--- src/hw/smsr_pkg.sv ---
// Purpose: Shared constants and frame layouts of the switch monitor status bank
// Assumes: 32-bit serial frames, 24-bit register data, 6-bit register offsets
// Notes:   Every offset, field position, reset value and count lives here
package smsr_pkg;

   // Frame length and bit counter marks
   localparam int unsigned FRAME_BITS = 32;             // Bits in one valid frame
   localparam logic [5:0]  CNT_ZERO   = 6'h00;          // No clock edge seen
   localparam logic [5:0]  CNT_FULL   = 6'h20;          // Exactly one frame
   localparam logic [5:0]  CNT_OVER   = 6'h21;          // Saturation: too long

   // Register offsets
   localparam logic [5:0]  OFS_EVENT    = 6'h02;        // Event status, read clears
   localparam logic [5:0]  OFS_CRC      = 6'h03;        // Settings checksum
   localparam logic [5:0]  OFS_COND     = 6'h04;        // Supply and thermal levels
   localparam logic [5:0]  OFS_COMP     = 6'h05;        // Comparator levels
   localparam logic [5:0]  OFS_SETTINGS = 6'h06;        // Programmed settings word
   localparam logic [5:0]  OFS_CONTROL  = 6'h1A;        // Software reset control

   // Event status field positions
   localparam int unsigned EVT_RESET_BIT  = 0;          // Reset occurred
   localparam int unsigned EVT_FRAME_BIT  = 1;          // Wrong frame length
   localparam int unsigned EVT_PARITY_BIT = 2;          // Parity failure

   // Condition status field positions
   localparam int unsigned COND_TSD_BIT = 0;            // Above shutdown temperature
   localparam int unsigned COND_TW_BIT  = 1;            // Above warning temperature
   localparam int unsigned COND_OV_BIT  = 2;            // Supply above over-voltage
   localparam int unsigned COND_UV_BIT  = 3;            // Supply below under-voltage
   localparam int unsigned COND_W       = 4;            // Live condition bits
   localparam int unsigned INPUTS       = 24;           // Switch inputs

   // Control field positions
   localparam int unsigned SWRST_BIT = 0;               // Write 1 to reset the bank

   // Values after reset
   localparam logic [23:0] EVENT_RESET    = 24'h00_0001;
   localparam logic [23:0] SETTINGS_RESET = 24'h00_0000;
   localparam logic [23:0] DATA_ZERO      = 24'h00_0000;
   localparam logic [15:0] CRC_RESET      = 16'hFFFF;

   // Checksum engine
   localparam logic [15:0] CRC_POLY  = 16'h1021;        // CCITT polynomial
   localparam logic [4:0]  CRC_STEPS = 5'h18;           // One step per settings bit

   // Command frame from the host, first bit on the wire is write
   typedef struct packed {
      logic        write;                               // 1 = write, 0 = read
      logic [5:0]  addr;                                // Register offset
      logic [23:0] data;                                // Write data
      logic        parity;                              // Makes the ones count odd
   } smsr_cmd_t;

   // Response frame to the host, first bit on the wire is reset flag
   typedef struct packed {
      logic        reset_flag;                          // Mirror of reset event
      logic        frame_flag;                          // Mirror of frame error
      logic        parity_response_flag;                // Mirror of parity error
      logic [4:0]  rsvd;                                // Reads zero
      logic [23:0] data;                                // Answer to previous read
   } smsr_resp_t;

endpackage

--- src/hw/smsr_sync.sv ---
// Purpose: Two flip-flop synchroniser for levels entering the clk domain
// Assumes: Input bits change slowly against clk, each bit crosses alone
// Notes:   The first stage feeds only the second stage
`timescale 1ns/100ps
module smsr_sync #(
   parameter int unsigned       WIDTH   = 1,
   parameter logic [WIDTH-1:0]  RST_VAL = '0
) (
   input  wire logic             clk,
   input  wire logic             sys_rst,
   input  wire logic [WIDTH-1:0] din,
   output logic      [WIDTH-1:0] dout
);

   logic [WIDTH-1:0] meta_r;                            // First stage, may settle late
   logic [WIDTH-1:0] stab_r;                            // Second stage, safe to use

   // Two stage capture
   always_ff @(posedge clk) begin
      if (sys_rst) begin
         meta_r <= RST_VAL;
         stab_r <= RST_VAL;
      end else begin
         meta_r <= din;
         stab_r <= meta_r;
      end
   end

   assign dout = stab_r;

endmodule

--- src/hw/smsr_regbank.sv ---
// Purpose: Serial status bank: frame checks, read-clear events, checksum, live levels
// Assumes: Host is a mode 0 serial master with clock far slower than clk
// Notes:   All input pins but clk and sys_rst are synchronised; edges of the serial clock are found on clk
//
// Operation
// RULE1: Odd parity check; even ones drop frame
// RULE2: Parity failure sets event bit two
// RULE3: Parity event mirrored into every response
// RULE4: Count clocked bits; latch only at 32
// RULE5: Wrong bit count sets event bit one
// RULE6: No clock edges means no error
// RULE7: Frame error mirrored into every response
// RULE8: Reading event status clears its bits
// RULE9: Reset event bit resets to one
// RULE10: Any reset restores defaults and state
// RULE11: Reset event mirrored into every response
// RULE12: Checksum at three, CCITT, resets FFFFh
// RULE13: Checksum low sixteen bits, rest zero
// RULE14: Host compares own checksum with register
// RULE15: Condition bit three under-voltage, upper zero
// RULE16: Condition bit two over-voltage level
// RULE17: Condition bit one thermal warning level
// RULE18: Condition bit zero thermal shutdown level
// RULE19: Comparator register, one bit per input
`timescale 1ns/100ps
module smsr_regbank
   import smsr_pkg::*;
(
   input  wire logic              clk,
   input  wire logic              sys_rst,
   input  wire logic              hw_reset_n,
   input  wire logic              spi_sclk,
   input  wire logic              spi_cs_n,
   input  wire logic              spi_mosi,
   output logic                   spi_miso,
   output logic                   spi_miso_oe,
   input  wire logic              undervoltage_level,
   input  wire logic              overvoltage_level,
   input  wire logic              thermal_warning_level,
   input  wire logic              thermal_shutdown_level,
   input  wire logic [INPUTS-1:0] comparator_levels
);

   // Synchronised pins
   logic                sclk_s;                         // Serial clock level
   logic                cs_n_s;                         // Chip select level
   logic                mosi_s;                         // Serial data in
   logic                hw_reset_n_s;                   // Hardware reset pin
   logic [COND_W-1:0]   cond_s;                         // Supply and thermal levels
   logic [INPUTS-1:0]   comp_s;                         // Comparator levels

   // Edge history
   logic                sclk_d_r;                       // Serial clock, one clk late
   logic                cs_n_d_r;                       // Chip select, one clk late
   logic                sclk_rise;                      // Sample edge
   logic                sclk_fall;                      // Launch edge
   logic                cs_fall;                        // Frame start
   logic                cs_rise;                        // Frame end

   // Frame receive state
   logic [5:0]          bit_cnt_r;                      // Bits clocked in this frame
   logic [5:0]          bit_cnt_nxt;                    // Counter next value
   logic [31:0]         rx_r;                           // Shifted-in frame
   smsr_cmd_t           cmd;                            // Frame seen as a command
   logic                frame_len_bad;                  // Frame ended with bad count
   logic                frame_par_bad;                  // Full frame, even ones
   logic                frame_ok;                       // Full frame, odd ones
   logic                rd_event;                       // Valid read of event status
   logic                wr_settings;                    // Valid write of settings
   logic                wr_swrst;                       // Valid software reset write

   // Register state
   logic                reset_all;                      // Any of the three resets
   logic                swrst_r;                        // Software reset pulse
   logic [23:0]         event_r;                        // Event status bits
   logic [23:0]         settings_r;                     // Programmed settings
   logic [15:0]         crc_r;                          // Checksum result
   logic [23:0]         crc_shift_r;                    // Settings bits left to fold
   logic [4:0]          crc_left_r;                     // Steps still to run
   logic                crc_fb;                         // Checksum feedback bit
   logic [23:0]         rd_data;                        // Read mux output
   logic [23:0]         resp_data_r;                    // Data for next response

   // Transmit state
   smsr_resp_t          resp;                           // Response frame to load
   logic [31:0]         tx_r;                           // Outgoing shift register
   logic                miso_r;                         // Serial data out
   logic                miso_oe_r;                      // Serial data out enable

   // Pin synchronisers
   smsr_sync #(.WIDTH(1), .RST_VAL(1'b0)) u_sync_sclk (
      .clk     (clk),
      .sys_rst (sys_rst),
      .din     (spi_sclk),
      .dout    (sclk_s)
   );

   smsr_sync #(.WIDTH(1), .RST_VAL(1'b1)) u_sync_cs (
      .clk     (clk),
      .sys_rst (sys_rst),
      .din     (spi_cs_n),
      .dout    (cs_n_s)
   );

   smsr_sync #(.WIDTH(1), .RST_VAL(1'b0)) u_sync_mosi (
      .clk     (clk),
      .sys_rst (sys_rst),
      .din     (spi_mosi),
      .dout    (mosi_s)
   );

   smsr_sync #(.WIDTH(1), .RST_VAL(1'b1)) u_sync_hwrst (
      .clk     (clk),
      .sys_rst (sys_rst),
      .din     (hw_reset_n),
      .dout    (hw_reset_n_s)
   );

   smsr_sync #(.WIDTH(COND_W), .RST_VAL(4'h0)) u_sync_cond (
      .clk     (clk),
      .sys_rst (sys_rst),
      .din     ({undervoltage_level, overvoltage_level,
                 thermal_warning_level, thermal_shutdown_level}),
      .dout    (cond_s)
   );

   smsr_sync #(.WIDTH(INPUTS), .RST_VAL(24'h00_0000)) u_sync_comp (
      .clk     (clk),
      .sys_rst (sys_rst),
      .din     (comparator_levels),
      .dout    (comp_s)
   );

   // Power-on, hardware pin and software resets act alike
   assign reset_all = sys_rst | ~hw_reset_n_s | swrst_r;   // [RULE10]

   // Edge history of serial clock and chip select
   always_ff @(posedge clk) begin
      if (reset_all) begin
         sclk_d_r <= 1'b0;
         cs_n_d_r <= 1'b1;
      end else begin
         sclk_d_r <= sclk_s;
         cs_n_d_r <= cs_n_s;
      end
   end

   assign sclk_rise = sclk_s & ~sclk_d_r;
   assign sclk_fall = ~sclk_s & sclk_d_r;
   assign cs_fall   = ~cs_n_s & cs_n_d_r;
   assign cs_rise   = cs_n_s & ~cs_n_d_r;

   // Bit counter saturates one past a full frame so long frames stay visible
   always_comb begin
      bit_cnt_nxt = bit_cnt_r;
      if (cs_fall) begin
         // New frame starts from zero
         bit_cnt_nxt = CNT_ZERO;
      end else if (~cs_n_s && sclk_rise && bit_cnt_r != CNT_OVER) begin
         // One more bit clocked in
         bit_cnt_nxt = bit_cnt_r + 6'h01;                  // [RULE4]
      end
   end

   always_ff @(posedge clk) begin
      if (reset_all) begin
         bit_cnt_r <= CNT_ZERO;
      end else begin
         bit_cnt_r <= bit_cnt_nxt;
      end
   end

   // Receive shift register, bits arrive first bit first
   always_ff @(posedge clk) begin
      if (reset_all) begin
         rx_r <= 32'h0000_0000;
      end else if (~cs_n_s && sclk_rise) begin
         rx_r <= {rx_r[30:0], mosi_s};
      end
   end

   // Frame end checks: length first, then parity
   assign cmd           = smsr_cmd_t'(rx_r);
   assign frame_len_bad = cs_rise && bit_cnt_r != CNT_ZERO
                          && bit_cnt_r != CNT_FULL;        // [RULE5] [RULE6]
   assign frame_par_bad = cs_rise && bit_cnt_r == CNT_FULL
                          && ~(^rx_r);                     // [RULE1]
   assign frame_ok      = cs_rise && bit_cnt_r == CNT_FULL
                          && (^rx_r);                      // [RULE1] [RULE4]

   // Decoded actions of a valid frame
   assign rd_event    = frame_ok && ~cmd.write && cmd.addr == OFS_EVENT;
   assign wr_settings = frame_ok && cmd.write && cmd.addr == OFS_SETTINGS;
   assign wr_swrst    = frame_ok && cmd.write && cmd.addr == OFS_CONTROL
                        && cmd.data[SWRST_BIT];

   // Software reset pulse, one clk long; its reset term uses only the external resets
   always_ff @(posedge clk) begin
      if (sys_rst || ~hw_reset_n_s) begin
         swrst_r <= 1'b0;
      end else begin
         swrst_r <= wr_swrst;
      end
   end

   // Event status: reset bit comes up set, errors set over a clear
   always_ff @(posedge clk) begin
      if (reset_all) begin
         event_r <= EVENT_RESET;                           // [RULE9] [RULE10]
      end else begin
         // Reset indication only ever clears by a read
         event_r[EVT_RESET_BIT] <= event_r[EVT_RESET_BIT] & ~rd_event;   // [RULE8]
         // Frame length error
         event_r[EVT_FRAME_BIT] <= frame_len_bad
                                   | (event_r[EVT_FRAME_BIT] & ~rd_event); // [RULE5] [RULE8]
         // Parity failure
         event_r[EVT_PARITY_BIT] <= frame_par_bad
                                    | (event_r[EVT_PARITY_BIT] & ~rd_event); // [RULE2] [RULE8]
      end
   end

   // Settings register, the only thing software programs here
   always_ff @(posedge clk) begin
      if (reset_all) begin
         settings_r <= SETTINGS_RESET;
      end else if (wr_settings) begin
         settings_r <= cmd.data;
      end
   end

   // Checksum engine folds the settings one bit per clk, first bit highest
   // A read during the 24 steps sees a partial value
   assign crc_fb = crc_r[15] ^ crc_shift_r[23];

   always_ff @(posedge clk) begin
      if (reset_all) begin
         crc_r       <= CRC_RESET;                         // [RULE12]
         crc_shift_r <= SETTINGS_RESET;
         crc_left_r  <= 5'h00;
      end else if (wr_settings) begin
         // Restart from the CCITT seed on every new settings word
         crc_r       <= CRC_RESET;
         crc_shift_r <= cmd.data;
         crc_left_r  <= CRC_STEPS;
      end else if (crc_left_r != 5'h00) begin
         // One polynomial step
         crc_r       <= {crc_r[14:0], 1'b0} ^ (crc_fb ? CRC_POLY : 16'h0000); // [RULE12]
         crc_shift_r <= {crc_shift_r[22:0], 1'b0};
         crc_left_r  <= crc_left_r - 5'h01;
      end
   end

   // Read mux; unmapped offsets and reserved bits answer zero
   always_comb begin
      rd_data = DATA_ZERO;
      unique case (cmd.addr)
         OFS_EVENT: begin
            rd_data = event_r;
         end
         OFS_CRC: begin
            rd_data[15:0] = crc_r;                         // [RULE13]
         end
         OFS_COND: begin
            rd_data[COND_UV_BIT]  = cond_s[COND_UV_BIT];   // [RULE15]
            rd_data[COND_OV_BIT]  = cond_s[COND_OV_BIT];   // [RULE16]
            rd_data[COND_TW_BIT]  = cond_s[COND_TW_BIT];   // [RULE17]
            rd_data[COND_TSD_BIT] = cond_s[COND_TSD_BIT];  // [RULE18]
         end
         OFS_COMP: begin
            rd_data = comp_s;                              // [RULE19]
         end
         OFS_SETTINGS: begin
            rd_data = settings_r;
         end
         default: begin
            rd_data = DATA_ZERO;
         end
      endcase
   end

   // Read answer is held for the next frame; dropped frames leave it alone
   // A write answers zero so old read data is never taken as new
   always_ff @(posedge clk) begin
      if (reset_all) begin
         resp_data_r <= DATA_ZERO;
      end else if (frame_ok && ~cmd.write) begin
         resp_data_r <= rd_data;                           // [RULE4]
      end else if (frame_ok) begin
         resp_data_r <= DATA_ZERO;
      end
   end

   // Response frame with live mirrors of the three event bits
   always_comb begin
      resp                      = '0;
      resp.reset_flag           = event_r[EVT_RESET_BIT];  // [RULE11]
      resp.frame_flag           = event_r[EVT_FRAME_BIT];  // [RULE7]
      resp.parity_response_flag = event_r[EVT_PARITY_BIT]; // [RULE3]
      resp.rsvd                 = 5'h00;
      resp.data                 = resp_data_r;
   end

   // Transmit: load at frame start, advance on falling serial clock
   always_ff @(posedge clk) begin
      if (reset_all) begin
         tx_r   <= 32'h0000_0000;
         miso_r <= 1'b0;
      end else if (cs_fall) begin
         tx_r   <= resp;
         miso_r <= resp.reset_flag;
      end else if (~cs_n_s && sclk_fall) begin
         tx_r   <= {tx_r[30:0], 1'b0};
         miso_r <= tx_r[30];
      end
   end

   // Drive the data out pin only while selected
   always_ff @(posedge clk) begin
      if (reset_all) begin
         miso_oe_r <= 1'b0;
      end else begin
         miso_oe_r <= ~cs_n_s;
      end
   end

   assign spi_miso    = miso_r;
   assign spi_miso_oe = miso_oe_r;

endmodule

--- config.mk ---
export PLATFORM = sky130hd
export DESIGN_NAME = smsr_regbank
export DESIGN_NICKNAME = d
export VERILOG_FILES = /design/src/hw/smsr_pkg.sv /design/src/hw/smsr_sync.sv /design/src/hw/smsr_regbank.sv
export SDC_FILE = /design/constraint.sdc
export NUM_CORES = 1
export LEC_CHECK = 0
export ABC_CLOCK_PERIOD_IN_PS = 4800
export BUFFER_PORTS_ARGS = -buffer_cell sky130_fd_sc_hd__buf_2
export CAP_MARGIN = 20
export CORE_UTILIZATION = 65
export DETAILED_ROUTE_END_ITERATION = 6
export PLACE_DENSITY_LB_ADDON = 0.2
export SETUP_SLACK_MARGIN = 0.3
export SYNTH_ARGS = -nofsm -noshare
export SYNTH_HDL_FRONTEND = slang
export SYNTH_SLANG_ARGS = --single-unit
export TNS_END_PERCENT = 10
--- constraint.sdc ---
create_clock -name clk -period 4.8 [get_ports clk]
set_input_delay 0 -clock clk [delete_from_list [all_inputs] [get_ports clk]]
set_output_delay 0 -clock clk [all_outputs]
set_load 0.01 [all_outputs]
### Yosys cells after proc, flatten, opt, wreduce, memory -nomap -nowiden

Cells that the tools add are included.

| word-level totals | value |
|---|---|
| output and inout bits | 2 |
| register bits | 234 |

| operators by class | value |
|---|---|
| equal/unequal tests | 9 |
| mux-type cells | 14 |
| add/sub/neg operators | 2 |
| bitwise logic cells | 21 |
| reduce and logical (&&, ||, !) cells | 23 |

Operators by type and width:

| kind | count |
|---|---|
| two-way mux 24 bit | 4 |
| two-way mux 31 bit | 2 |
| case mux 12 bit (3 select lines) | 1 |
| XOR reduction 32 bit | 1 |
| case mux 4 bit (5 select lines) | 1 |
| == test 6 x 3 -> 1 bit (second input constant) | 3 |
| case mux 8 bit (2 select lines) | 1 |
| XOR 16 x 13 -> 16 bit | 1 |
| logical AND 1 bit | 14 |
| two-way mux 13 bit | 1 |
| == test 6 x 2 -> 1 bit (second input constant) | 2 |
| != test 6 bit (second input constant) | 2 |
| two-way mux 5 bit | 2 |
| inverter 1 bit | 8 |
| AND 1 bit | 7 |
| adder 6 x 1 -> 6 bit (second input constant) | 1 |
| == test 6 x 5 -> 1 bit (second input constant) | 1 |
| == test 6 bit (second input constant) | 1 |
| nonzero test 2 bit | 3 |
| nonzero test 6 bit | 1 |
| nonzero test 5 bit | 1 |
| subtractor 5 x 1 -> 5 bit (second input constant) | 1 |
| bitwise OR 1 bit | 4 |
| OR reduction 2 bit | 2 |
| 3 further kinds | 4 |

### Longest topological paths before layout

Gate-level depths: netlist of the first run.

| logic depth | value |
|---|---|
| depth after elaboration | 9 |
| mapped depth | 10 |
| gate-level depth less buffers | 8 |

### By module

A second synthesis of the first run with hierarchy kept.

| unflattened totals | value |
|---|---|
| cells, all modules | 890 |
| area total of the unflattened synthesis | 8869.8 um^2 |

By module, submodules not included:

| module | times used | sequential area each (um^2) | cells an instance | area an instance (um^2) |
|---|---|---|---|---|
| smsr_regbank | 1 | 3403.3 | 757 | 7144.4 |
| smsr_sync at u_sync_comp | 1 | 960.9 | 101 | 1305.0 |
| smsr_sync at u_sync_cond | 1 | 160.2 | 16 | 210.2 |
| smsr_sync at u_sync_cs ... | 4 | 40.0 | 4 | 52.6 |

### Worst setup path before layout of the first run

OpenSTA, ideal clock, no wires.

| path | value |
|---|---|
| kind | register to register |
| start point | register rx_r[1] (netlist: cmd[1]) |
| end point | register crc_r[10] |
| clock period less this slack | 2.146 ns |
| setup time | 0.125 ns |
| stages on the path, launching flop included | 9 |
| arrival time | 2.021 ns |
| required time | 4.675 ns |
| slack | 2.654 ns |
| path through | dfxtp_1 > xor2_1 > xnor2_1 > xnor2_1 > xnor2_1 > xor2_2 > o21a_1 > buf_2 > nand3_1 |

| on the way | value |
|---|---|
| cells in the longest elaborated chain, start to end | 5 |

RTL lines:

| what | RTL line | source |
|---|---|---|
| start, declared | smsr_regbank.sv:63 | `logic [31:0] rx_r;` |
| start signal, assigned | smsr_regbank.sv:178 | `rx_r <= {rx_r[30:0], mosi_s};` |
| XOR reduction 32 bit | smsr_regbank.sv:189 | `&& (^rx_r);` |
| logical AND 1 bit | smsr_regbank.sv:189 |  |
| logical AND 1 bit (2 in a row) | smsr_regbank.sv:193 | `assign wr_settings = frame_ok && cmd.write && cmd.addr == OFS_SETTINGS;` |
| OR reduction 2 bit (no source line) | - |  |
| end signal, assigned | smsr_regbank.sv:247 | `crc_r <= {crc_r[14:0], 1'b0} ^ (crc_fb ? CRC_POLY : 16'h0000);` |
| end, declared | smsr_regbank.sv:77 | `logic [15:0] crc_r;` |

No other way between the ends.
A chain may end at the register's enable or synchronous reset.

### Worst setup path in the final report of the first run

| path | value |
|---|---|
| start point | register rx_r[25] (netlist: cmd[25]) |
| end point | register crc_shift_r[2] |

| on the way | value |
|---|---|
| cells in the longest elaborated chain, start to end | 5 |
| elaborated cells on any way between the ends | 7 |
| those cells by class | eq/ne (1); mux (1); reduce/logical (5) |

RTL lines:

| what | RTL line | source |
|---|---|---|
| XOR reduction 32 bit | smsr_regbank.sv:189 |  |
| logical AND 1 bit | smsr_regbank.sv:189 |  |
| logical AND 1 bit | smsr_regbank.sv:193 |  |
| logical AND 1 bit (*) | smsr_regbank.sv:193 |  |
| two-way mux 24 bit or nonzero test 2 bit (tied branches) | - |  |
| end signal, assigned | smsr_regbank.sv:243 | `crc_shift_r <= cmd.data;` |
| end signal, assigned | smsr_regbank.sv:248 | `crc_shift_r <= {crc_shift_r[22:0], 1'b0};` |
| end, declared | smsr_regbank.sv:78 | `logic [23:0] crc_shift_r;` |

Mark *: on every way between the ends. The rest lies on a longest branch, timed or not.

==> results.md, run 1 <==
* Status: finished, violations left
* Failing checks: DRC
* Arrival time of the worst setup path at 3.67 ns
* Post-synth top area share at 53.56%
* Synthesized area per cell at 9.294 µm²
* Area delta synth->final at 15.89%
* First-pass GRT wire length at 34,450 µm
* I/O Pins at 36
* Global route overflow at 0
* Number of global-route vias before repair at 6,752
* Worst Setup Slack, final at 1.546 ns
* CP required at 5.22 ns
* Syn Std Cell Area at 8746 µm²
* First-pass DRT Iterations at 7
* Cells after synthesis at 941
* FF-to-FF End: crc_shift_r[2]
* Crit path max fanout at 25
* Vias post-DR at 7,017
* Clock Power Share at 49.3%
* Critical Path End: crc_shift_r[2]
* Initial DRC count at 996
* Synth area leaders: dfxtp_1 54%, nand2_1 5.7%, nor2b_1 4.5%
* R2R Setup Slk at 1.55 ns
* Leakage Power at 3.834 nW
* Internal Pwr Total at 3.316 mW
* Fin crit share at 67.79%
* Synth Flop Type: dfxtp_1
* WL final at 21,420 µm
* Dpl ws at 1.660 ns
* Reg2reg path depth at 6
* Max VDD drop at 0.3645 mV
* Largest net degree at the start of global routing at 66
* Area leader, netlist: dfxtp_1
* GRT Overall Usage at 30.84%
* Gpl congestion at 1.022
* WHS at 0.1709 ns
* Slew Limit Fails at 0
* Combinational power share at 2.7%
* Worst Hold Class: in -> reg
* Reg power frac at 47.9%
* Count of final hold-check violations at 0
* Max Cap Viol at 0
* Ys async rst share at 0%
* Initial antenna violation count at 0
* Startpoint types: flop
* WL/cell at 18.40 µm
* Port Buf Inserts at 35
* RSZ-0062 raised after global routing: no
* Post-route ant nets at 0
* NetSw at 816.3 µW
* Critical path capture point type: flop
* Slew @ Worst Pin at 1.063 ns
* Fraction of layout cells with a size suffix above 1 at 12.35%
* Switching share of power at 19.76%
* CTS resizes at 0
* Vias per inst at 6.028
* CP startpoint: cmd[25]
* Count leader, synth: dfxtp_1
* Die Y-Extent at 118.0 µm
* Core area at 13,190 µm²
* Seq/Total Area, Yosys at 53.56%
* Synthesis Warnings at 0
* Min cycle time layout at 3.254 ns
* Clock-pin slew on the worst setup and hold paths at 0.06 ns
* Launching point of the worst reg2reg path: cmd[25]
* Power Density at 407.7 nW/µm²
* Die width at 118.0 µm
* Synth cell types at 44
* Final setup viols at 0
* Die area at 13,920 µm²
* Clk root buf: clkbuf_16
* Post-synth net total at 979
* Post-synth top cells: 234 x dfxtp_1, 132 x nand2_1, 63 x nor2b_1
* Cell row count at 42
* CTS tree: done
* Skew-Pair Late Insertion Delay at 0.51 ns
* Fmax at 0.3073 GHz
* Inserted Diodes at 0
* Clock Sinks at 234
* Slew headroom at 29.09%
* Crit Path Category: reg -> reg
* H-tree Lvls at 1
* Num CTS Buffers at 23
* Initial Util at 66.31%
* Post-DP HPWL at 13,180 µm
* Setup TNS Final at 0 ns
* Deepest clock path buffer count at 3
* Yosys reg bits at 234
* Number of nets in the layout at 1,009
* Number of synthesized flops with an enable pin at 0
* Clock Skew at 0.01253 ns
* DRC viols at 2
==> logic make-up after synthesis <==
group | synth area share, %
fa+ha+maj | 0.5723
buf+inv | 4.649
mux | 3.319
compound gates | 14.51
flops | 53.56
xor+xnor | 4.363
simple gates | 19.03
==> sequential cells by signal (all words and copies together) (netlist names), 3 cells and up <==
name	flops
bit_cnt_r	6
u_sync_comp.meta_r	24
crc_left_r	5
tx_r	31
cmd	32
u_sync_comp.dout	24
crc_shift_r	24
settings_r	24
u_sync_cond.meta_r	4
crc_r	16
event_r	3
u_sync_cond.dout	4
resp_data_r	24
==> power by group through the flow <==
stage | registers, mW | logic [mW] | clock network [mW]
floorplan | 2.02 | 0.0643 | 0
global placement | 2.02 | 0.0839 | 0
detailed placement | 2.02 | 0.0882 | 0
CTS | 1.98 | 0.109 | 2.04
global route | 1.98 | 0.122 | 2.14
finish | 1.98 | 0.113 | 2.04
==> critical path, stage by stage (launching register included) <==
cell and delay (ns):
dfxtp_1 0.44, nor4_1 0.45, and3_1 0.82, nand2_1 0.21
nor2_2 0.84, nand4_1 0.26, o21ai_0 0.15
==> worst min path at each step <==
stage,from,endpoint,slack [ns],cells past startpoint
floorplan,spi_cs_n,u_sync_cs.meta_r,0.10,1
global placement,hw_reset_n,u_sync_hwrst.meta_r,0.18,2
detailed placement,spi_cs_n,u_sync_cs.meta_r,0.19,2
CTS,sys_rst,u_sync_comp.meta_r[16],0.15,2
global route,sys_rst,u_sync_sclk.meta_r,0.22,2
finish,sys_rst,u_sync_comp.dout[6],0.17,2
==> final cells by class <==
type,count,area (µm²)
flip-flops and latches,234,4684
multi-input cells,605,3672
fillers,838,3054
clock buffers,33,673.1
repair buffers,78,578.1
well taps,176,220.2
clock inverters,9,198.9
inverters,29,108.9
==> through the flow <==
| stage | total power [mW] | instances | cell area (µm²) | util [%] |
|---|---|---|---|---|
| global route | 4.240 | 1164 | 10140 | 76.85 |
| floorplan | 2.082 | 941 | 8746 | - |
| CTS | 4.133 | 1164 | 10140 | 76.85 |
| global placement | 2.105 | 1089 | 8936 | 67.75 |
| finish | 4.132 | 1164 | 10140 | 76.85 |
| detailed placement | 2.110 | 1090 | 8944 | 67.81 |
==> layer usage <==
layer / track usage [%] / wire length [µm] / up-vias
li1: - / - / 3316
met1: 40.67 / 8872 / 3330
met2: 49.89 / 10110 / 306
met3: 5.523 / 1570 / 65
met4: 12.90 / 862 / 0
met5: 0 / 0 / -
==> cells in the final DEF, fill, tap and decap left out, types with 11 or more instances in the layout <==
cell type      instances
dfxtp_1              234
a31o_2                21
nor2_1                44
mux2i_1               29
o21ai_0               51
xnor2_1               31
clkbuf_16             23
nand4_1               27
nand2_1              132
nor2b_1               63
a222oi_1              27
buf_4                 11
nor4_1                22
buf_2                 35
a21oi_1               51
inv_1                 29
dlygate4sd3_1         32
nand3_1               18
==> what timing repair did <==
item / in CTS / in global routing
buffers inserted: 0 / 0
hold endpoints to repair: 32 / 0
endpoints found under the setup margin: 0 / 0
hold buffers: 32 / 0
Note: power is estimated with default switching activity, not from simulation.
==> run 2: changes to the inputs <==
ABC_CLOCK_PERIOD_IN_PS = 3360   (was 4800)
CORE_UTILIZATION = 61   (was 65)
clock period = 3.36 ns   (was 4.8 ns; I/O delays follow)
==> run 2 against run 1 <==
Effect of this change: the flow still finishes with violations (DRC); sequential share of layout area is 0.057 points higher; clock skew is 0.0043 ns higher; count of clock-buffer cells in the layout is 3 higher; largest power group is now sequential cells.
==> results.md, run 2 (synthesized netlist as in run 1, its figures left out) <==
* Commonest non-fill, non-tap cell in the layout: dfxtp_1
* Clock Sinks at 234
* Largest net degree at the start of global routing at 65
* Clock-pin slew on the worst setup and hold paths at 0.06 ns
* DRC viols at 2
* RSZ-0062 raised after global routing: no
* Combinational power share at 2.9%
* Die Y-Extent at 121.7 µm
* Launching point of the worst reg2reg path: cmd[27]
* Arrival time of the worst setup path at 3.29 ns
* Vias per inst at 5.956
* Post-route ant nets at 0
* Min-delay src: hw_reset_n
* NetSw at 1.152 mW
* Slew headroom at 39.41%
* Area delta synth->final at 15.75%
* Reg power frac at 49.8%
* Post-DP HPWL at 13,210 µm
* Count of final hold-check violations at 0
* WL/cell at 18.08 µm
* Slew Limit Fails at 0
* First-pass GRT wire length at 33,710 µm
* Fin crit share at 85.75%
* # fillers at 971
* Clock Skew at 0.01683 ns
* Die area at 14,820 µm²
* Global route overflow at 0
* Internal Pwr Total at 4.525 mW
* Placed Area at 8984 µm²
* Overall power at 5.677 mW
* CP required at 3.76 ns
* I/O Pins at 36
* WL final at 21,210 µm
* Die width at 121.7 µm
* R2R Setup Slk at 0.48 ns
* Leakage Power at 3.830 nW
* Worst Hold Class: in -> reg
* Max reg flops at 32
* Initial antenna violation count at 0
* Placed instance count at 1,098
* Crit Path Category: reg -> reg
* H-tree Lvls at 1
* Fraction of layout cells with a size suffix above 1 at 12.49%
* Post-route insts no fill at 1,173
* CTS tree: done
* Slew @ Worst Pin at 0.9067 ns
* CP startpoint: cmd[27]
* GRT Overall Usage at 28.97%
* Clk root buf: clkbuf_16
* WHS at 0.2272 ns
* Skew-Pair Late Insertion Delay at 0.52 ns
* Final instance area at 10,120 µm²
* Final setup viols at 0
* Reg2reg path depth at 8
* Setup TNS Final at 0 ns
* Startpoint types: flop
* Power Density at 560.8 nW/µm²
* Number of nets in the layout at 1,015
* Clock Power Share at 47.3%
* Core area at 13,930 µm²
* Min cycle time layout at 2.881 ns
* Deepest clock path buffer count at 3
* Crit path max fanout at 25
* Cell row count at 43
* Switching share of power at 20.29%
* Port Buf Inserts at 35
* Number of global-route vias before repair at 6,767
* Initial DRC count at 782
* FF-to-FF End: swrst_r
* First-pass DRT Iterations at 7
* Max Cap Viol at 0
* Critical path capture point type: flop
* Failing checks: DRC
* Critical Path End: swrst_r
* Vias post-DR at 6,986
* Num CTS Buffers at 24
* Inserted Diodes at 0
* Initial Util at 62.76%
* Gpl congestion at 0.9018
* Commonest non-fill, non-tap cells in the layout: 234 x dfxtp_1, 132 x nand2_1, 63 x nor2b_1
* Fmax at 0.3471 GHz
* Max VDD drop at 0.6467 mV
* Status: finished, violations left
[run 2: cell count changes in the layout (fill, tap and decap cells not counted), sizes merged]
| cell | delta |
|---|---|
| bufinv | -4 |
| inv | -1 |
| clkinv | +1 |
| buf | +4 |
| clkinvlp | +1 |
| dlygate4sd3 | +1 |
| clkbuf | +3 |
[run 2: area by class of cell]
class / instances / area (µm²) / area share, %
Timing Repair Buffer: 83 / 625.6 / 6.180
Sequential cell: 234 / 4684 / 46.27
Tap cell: 180 / 225.2 / 2.225
Inverter: 29 / 108.9 / 1.075
Clock inverter: 6 / 82.58 / 0.8157
Clock buffer: 36 / 726.9 / 7.181
Multi-Input combinational cell: 605 / 3670 / 36.25
[run 2: critical path: stages, from the launching register on]
cell     delay (ns)
dfxtp_1        0.51
xnor2_1        0.20
xnor2_1        0.11
xnor2_1        0.28
xnor2_2        0.16
xnor2_2        0.56
buf_8          0.25
nand2_2        0.30
nor4_1         0.39
[run 2: stage by stage]
step                      setup slack, ns  utilization, %
after floorplan                     1.214               -
after global placement             0.1103           64.36
after detailed placement           0.5755           64.47
after CTS                          0.5437           72.65
after global routing               0.3540           72.65
final                              0.4788           72.65
[run 2: how the worst min path moves through the flow]
stage	end	slack, ns	cells past startpoint
finish	u_sync_hwrst.meta_r	0.23	3
global route	u_sync_hwrst.meta_r	0.24	3
CTS	u_sync_hwrst.meta_r	0.20	3
detailed placement	u_sync_cs.meta_r	0.19	2
global placement	u_sync_hwrst.meta_r	0.19	2
floorplan	u_sync_cs.meta_r	0.10	1
[run 2: what timing repair did]
| action | in CTS | in global routing |
|---|---|---|
| gates resized for setup | 0 | 0 |
| hold endpoints to repair | 33 | 0 |
| hold buffers | 33 | 0 |
| buffers inserted | 0 | 0 |
[run 2: power groups by stage]
stage / Combinational (mW) / Sequential (mW) / Clock (mW)
finish: 0.165 / 2.83 / 2.68
global route: 0.178 / 2.83 / 2.84
CTS: 0.158 / 2.83 / 2.71
detailed placement: 0.129 / 2.89 / 0
global placement: 0.124 / 2.89 / 0
floorplan: 0.0918 / 2.88 / 0
[run 2: layer usage]
layer,part of all wire [%],GRT usage (%),vias up
li1,-,-,3327
met1,41,37.86,3280
met2,47,46.12,316
met3,7.9,5.899,63
met4,3.6,13.19,0
met5,0,0,-
==> run 3: changes to the inputs <==
PLACE_DENSITY = 0.82   (was default)
PLACE_DENSITY_LB_ADDON = default   (was 0.2)
==> run 3 against run 2 <==
Effect of this change: the run now ends clean; flip-flop and latch count stayed put; non-clock buffer count is 2 higher; count of clock-buffer cells in the layout is 5 lower; sequential power hardly changed; clock power is 1% lower; critical path type unchanged.
==> results.md, run 3 (synthesized netlist as in run 1, its figures left out) <==
* Number of nets in the layout at 1,015
* GRT Overall Usage at 30.10%
* Startpoint types: flop
* Num CTS Buffers at 22
* Initial DRC count at 893
* Commonest non-fill, non-tap cell in the layout: dfxtp_1
* Clock Sinks at 234
* First-pass GRT wire length at 34,980 µm
* Post-route insts no fill at 1,172
* Fmax at 0.3943 GHz
* Port Buf Inserts at 35
* Count of final hold-check violations at 0
* Max Cap Viol at 0
* Commonest non-fill, non-tap cells in the layout: 234 x dfxtp_1, 132 x nand2_1, 63 x nor2b_1
* CP Cell Sequence: xor2_1 -> xnor2_1 -> xnor2_1 -> xnor2_1 -> xor2_2 -> o21a_1 -> nand3_1
* First-pass DRT Iterations at 6
* Final setup viols at 0
* Clock Skew at 0.01794 ns
* Worst Setup Slack, final at 0.8236 ns
* Vias per inst at 6.033
* Cell row count at 43
* # fillers at 908
* I/O Pins at 36
* Delay-heaviest family, CP: XOR/XNOR gates
* Slew headroom at 43.18%
* Min cycle time layout at 2.536 ns
* CP dominant cell by count: xnor2_1
* Setup TNS Final at 0 ns
* R2R Setup Slk at 0.82 ns
* Inserted Diodes at 0
* Placed instance count at 1,100
* Final instance area at 10,100 µm²
* Arrival time of the worst setup path at 2.88 ns
* Fraction of layout cells with a size suffix above 1 at 12.70%
* Status: completed
* Critical path depth at 7
* Slowest-stage cell, CP: o21a_1
* Final core occ at 72.50%
* Slew @ Worst Pin at 0.8500 ns
* Post-DP HPWL at 12,190 µm
* Clk root buf: clkbuf_16
* WL final at 21,800 µm
* Gpl congestion at 0.8504
* Post-CTS setup buffer count at 0
* Core area at 13,930 µm²
* Slew Limit Fails at 0
* Initial antenna violation count at 0
* Power Density at 559.1 nW/µm²
* Die area at 14,820 µm²
* Crit path max fanout at 16
* Critical path capture point type: flop
* Reg2reg path depth at 7
* Area delta synth->final at 15.51%
* Post-route ant nets at 0
* Largest net degree at the start of global routing at 65
* Worst Hold Depth at 3
* Initial Util at 62.76%
* WHS at 0.2510 ns
* Clock-pin slew on the worst setup and hold paths at 0.08 ns
* Die width at 121.7 µm
* Overall power at 5.648 mW
* DRC viols at 0
* RSZ-0062 raised after global routing: no
* Max VDD drop at 0.5072 mV
* Dpl ws at 0.8702 ns
* FF-to-FF End: crc_r[4]
* Worst path max stage delay at 0.54 ns
* Max reg flops at 32
* H-tree Lvls at 1
* Min-delay src: comparator_levels[22]
* Crit Path Category: reg -> reg
* Placed Area at 8991 µm²
* Worst Hold Class: in -> reg
* CTS tree: done
* Buf/Inv on CP at 0
* Worst hold endpoint: u_sync_comp.meta_r[22]
* Skew-Pair Late Insertion Delay at 0.51 ns
* WL/cell at 18.60 µm
* Leakage Power at 3.832 nW
* Launching point of the worst reg2reg path: cmd[1]
* Vias post-DR at 7,071
* CP required at 3.71 ns
* Die Y-Extent at 121.7 µm
* Global route overflow at 0
* Deepest clock path buffer count at 3
* Fin crit share at 75.49%
* Number of global-route vias before repair at 6,668
## run 3: how the worst max path moves through the flow
stage	from	to	slack, ns
after floorplan	cmd[1]	crc_r[10]	1.21
after global placement	cmd[1]	crc_r[0]	0.95
after detailed placement	cmd[1]	crc_r[12]	0.87
after CTS	cmd[1]	crc_r[12]	0.83
after global routing	cmd[23]	crc_r[8]	0.57
final	cmd[1]	crc_r[4]	0.82
## run 3: worst min-delay path: cells and delay by family
family	cells	cell delay (ns)
AND/OR/NAND/NOR	1	0.10
buffers and inverters	2	0.61
## run 3: timing repair
action / in CTS / in global routing
hold endpoints to repair: 33 / 0
gates resized for setup: 0 / 0
hold buffers: 33 / 0
## run 3: power by group
part	total [mW]	switching, mW	internal [mW]
logic	0.174	0.103	0.0718
registers	2.83	0.0171	2.81
clock network	2.64	1.04	1.61
## run 3: cell type report
cell class	count	area, µm²	area share [%]
clock buffers	31	665.6	6.589
multi-input cells	605	3670	36.33
well taps	180	225.2	2.229
flip-flops and latches	234	4684	46.37
inverters	29	108.9	1.078
repair buffers	85	633.1	6.267
clock inverters	8	115.1	1.139
## run 3: per-layer routing
| layer | share of wire [%] | up-vias | GRT usage (%) | wire length, µm |
|---|---|---|---|---|
| li1 | - | 3331 | - | - |
| met1 | 41 | 3336 | 38.80 | 8929 |
| met2 | 48 | 344 | 49.47 | 10370 |
| met3 | 7.5 | 60 | 5.103 | 1634 |
| met4 | 4.0 | 0 | 13.27 | 867 |
| met5 | 0 | - | 0 | 0 |
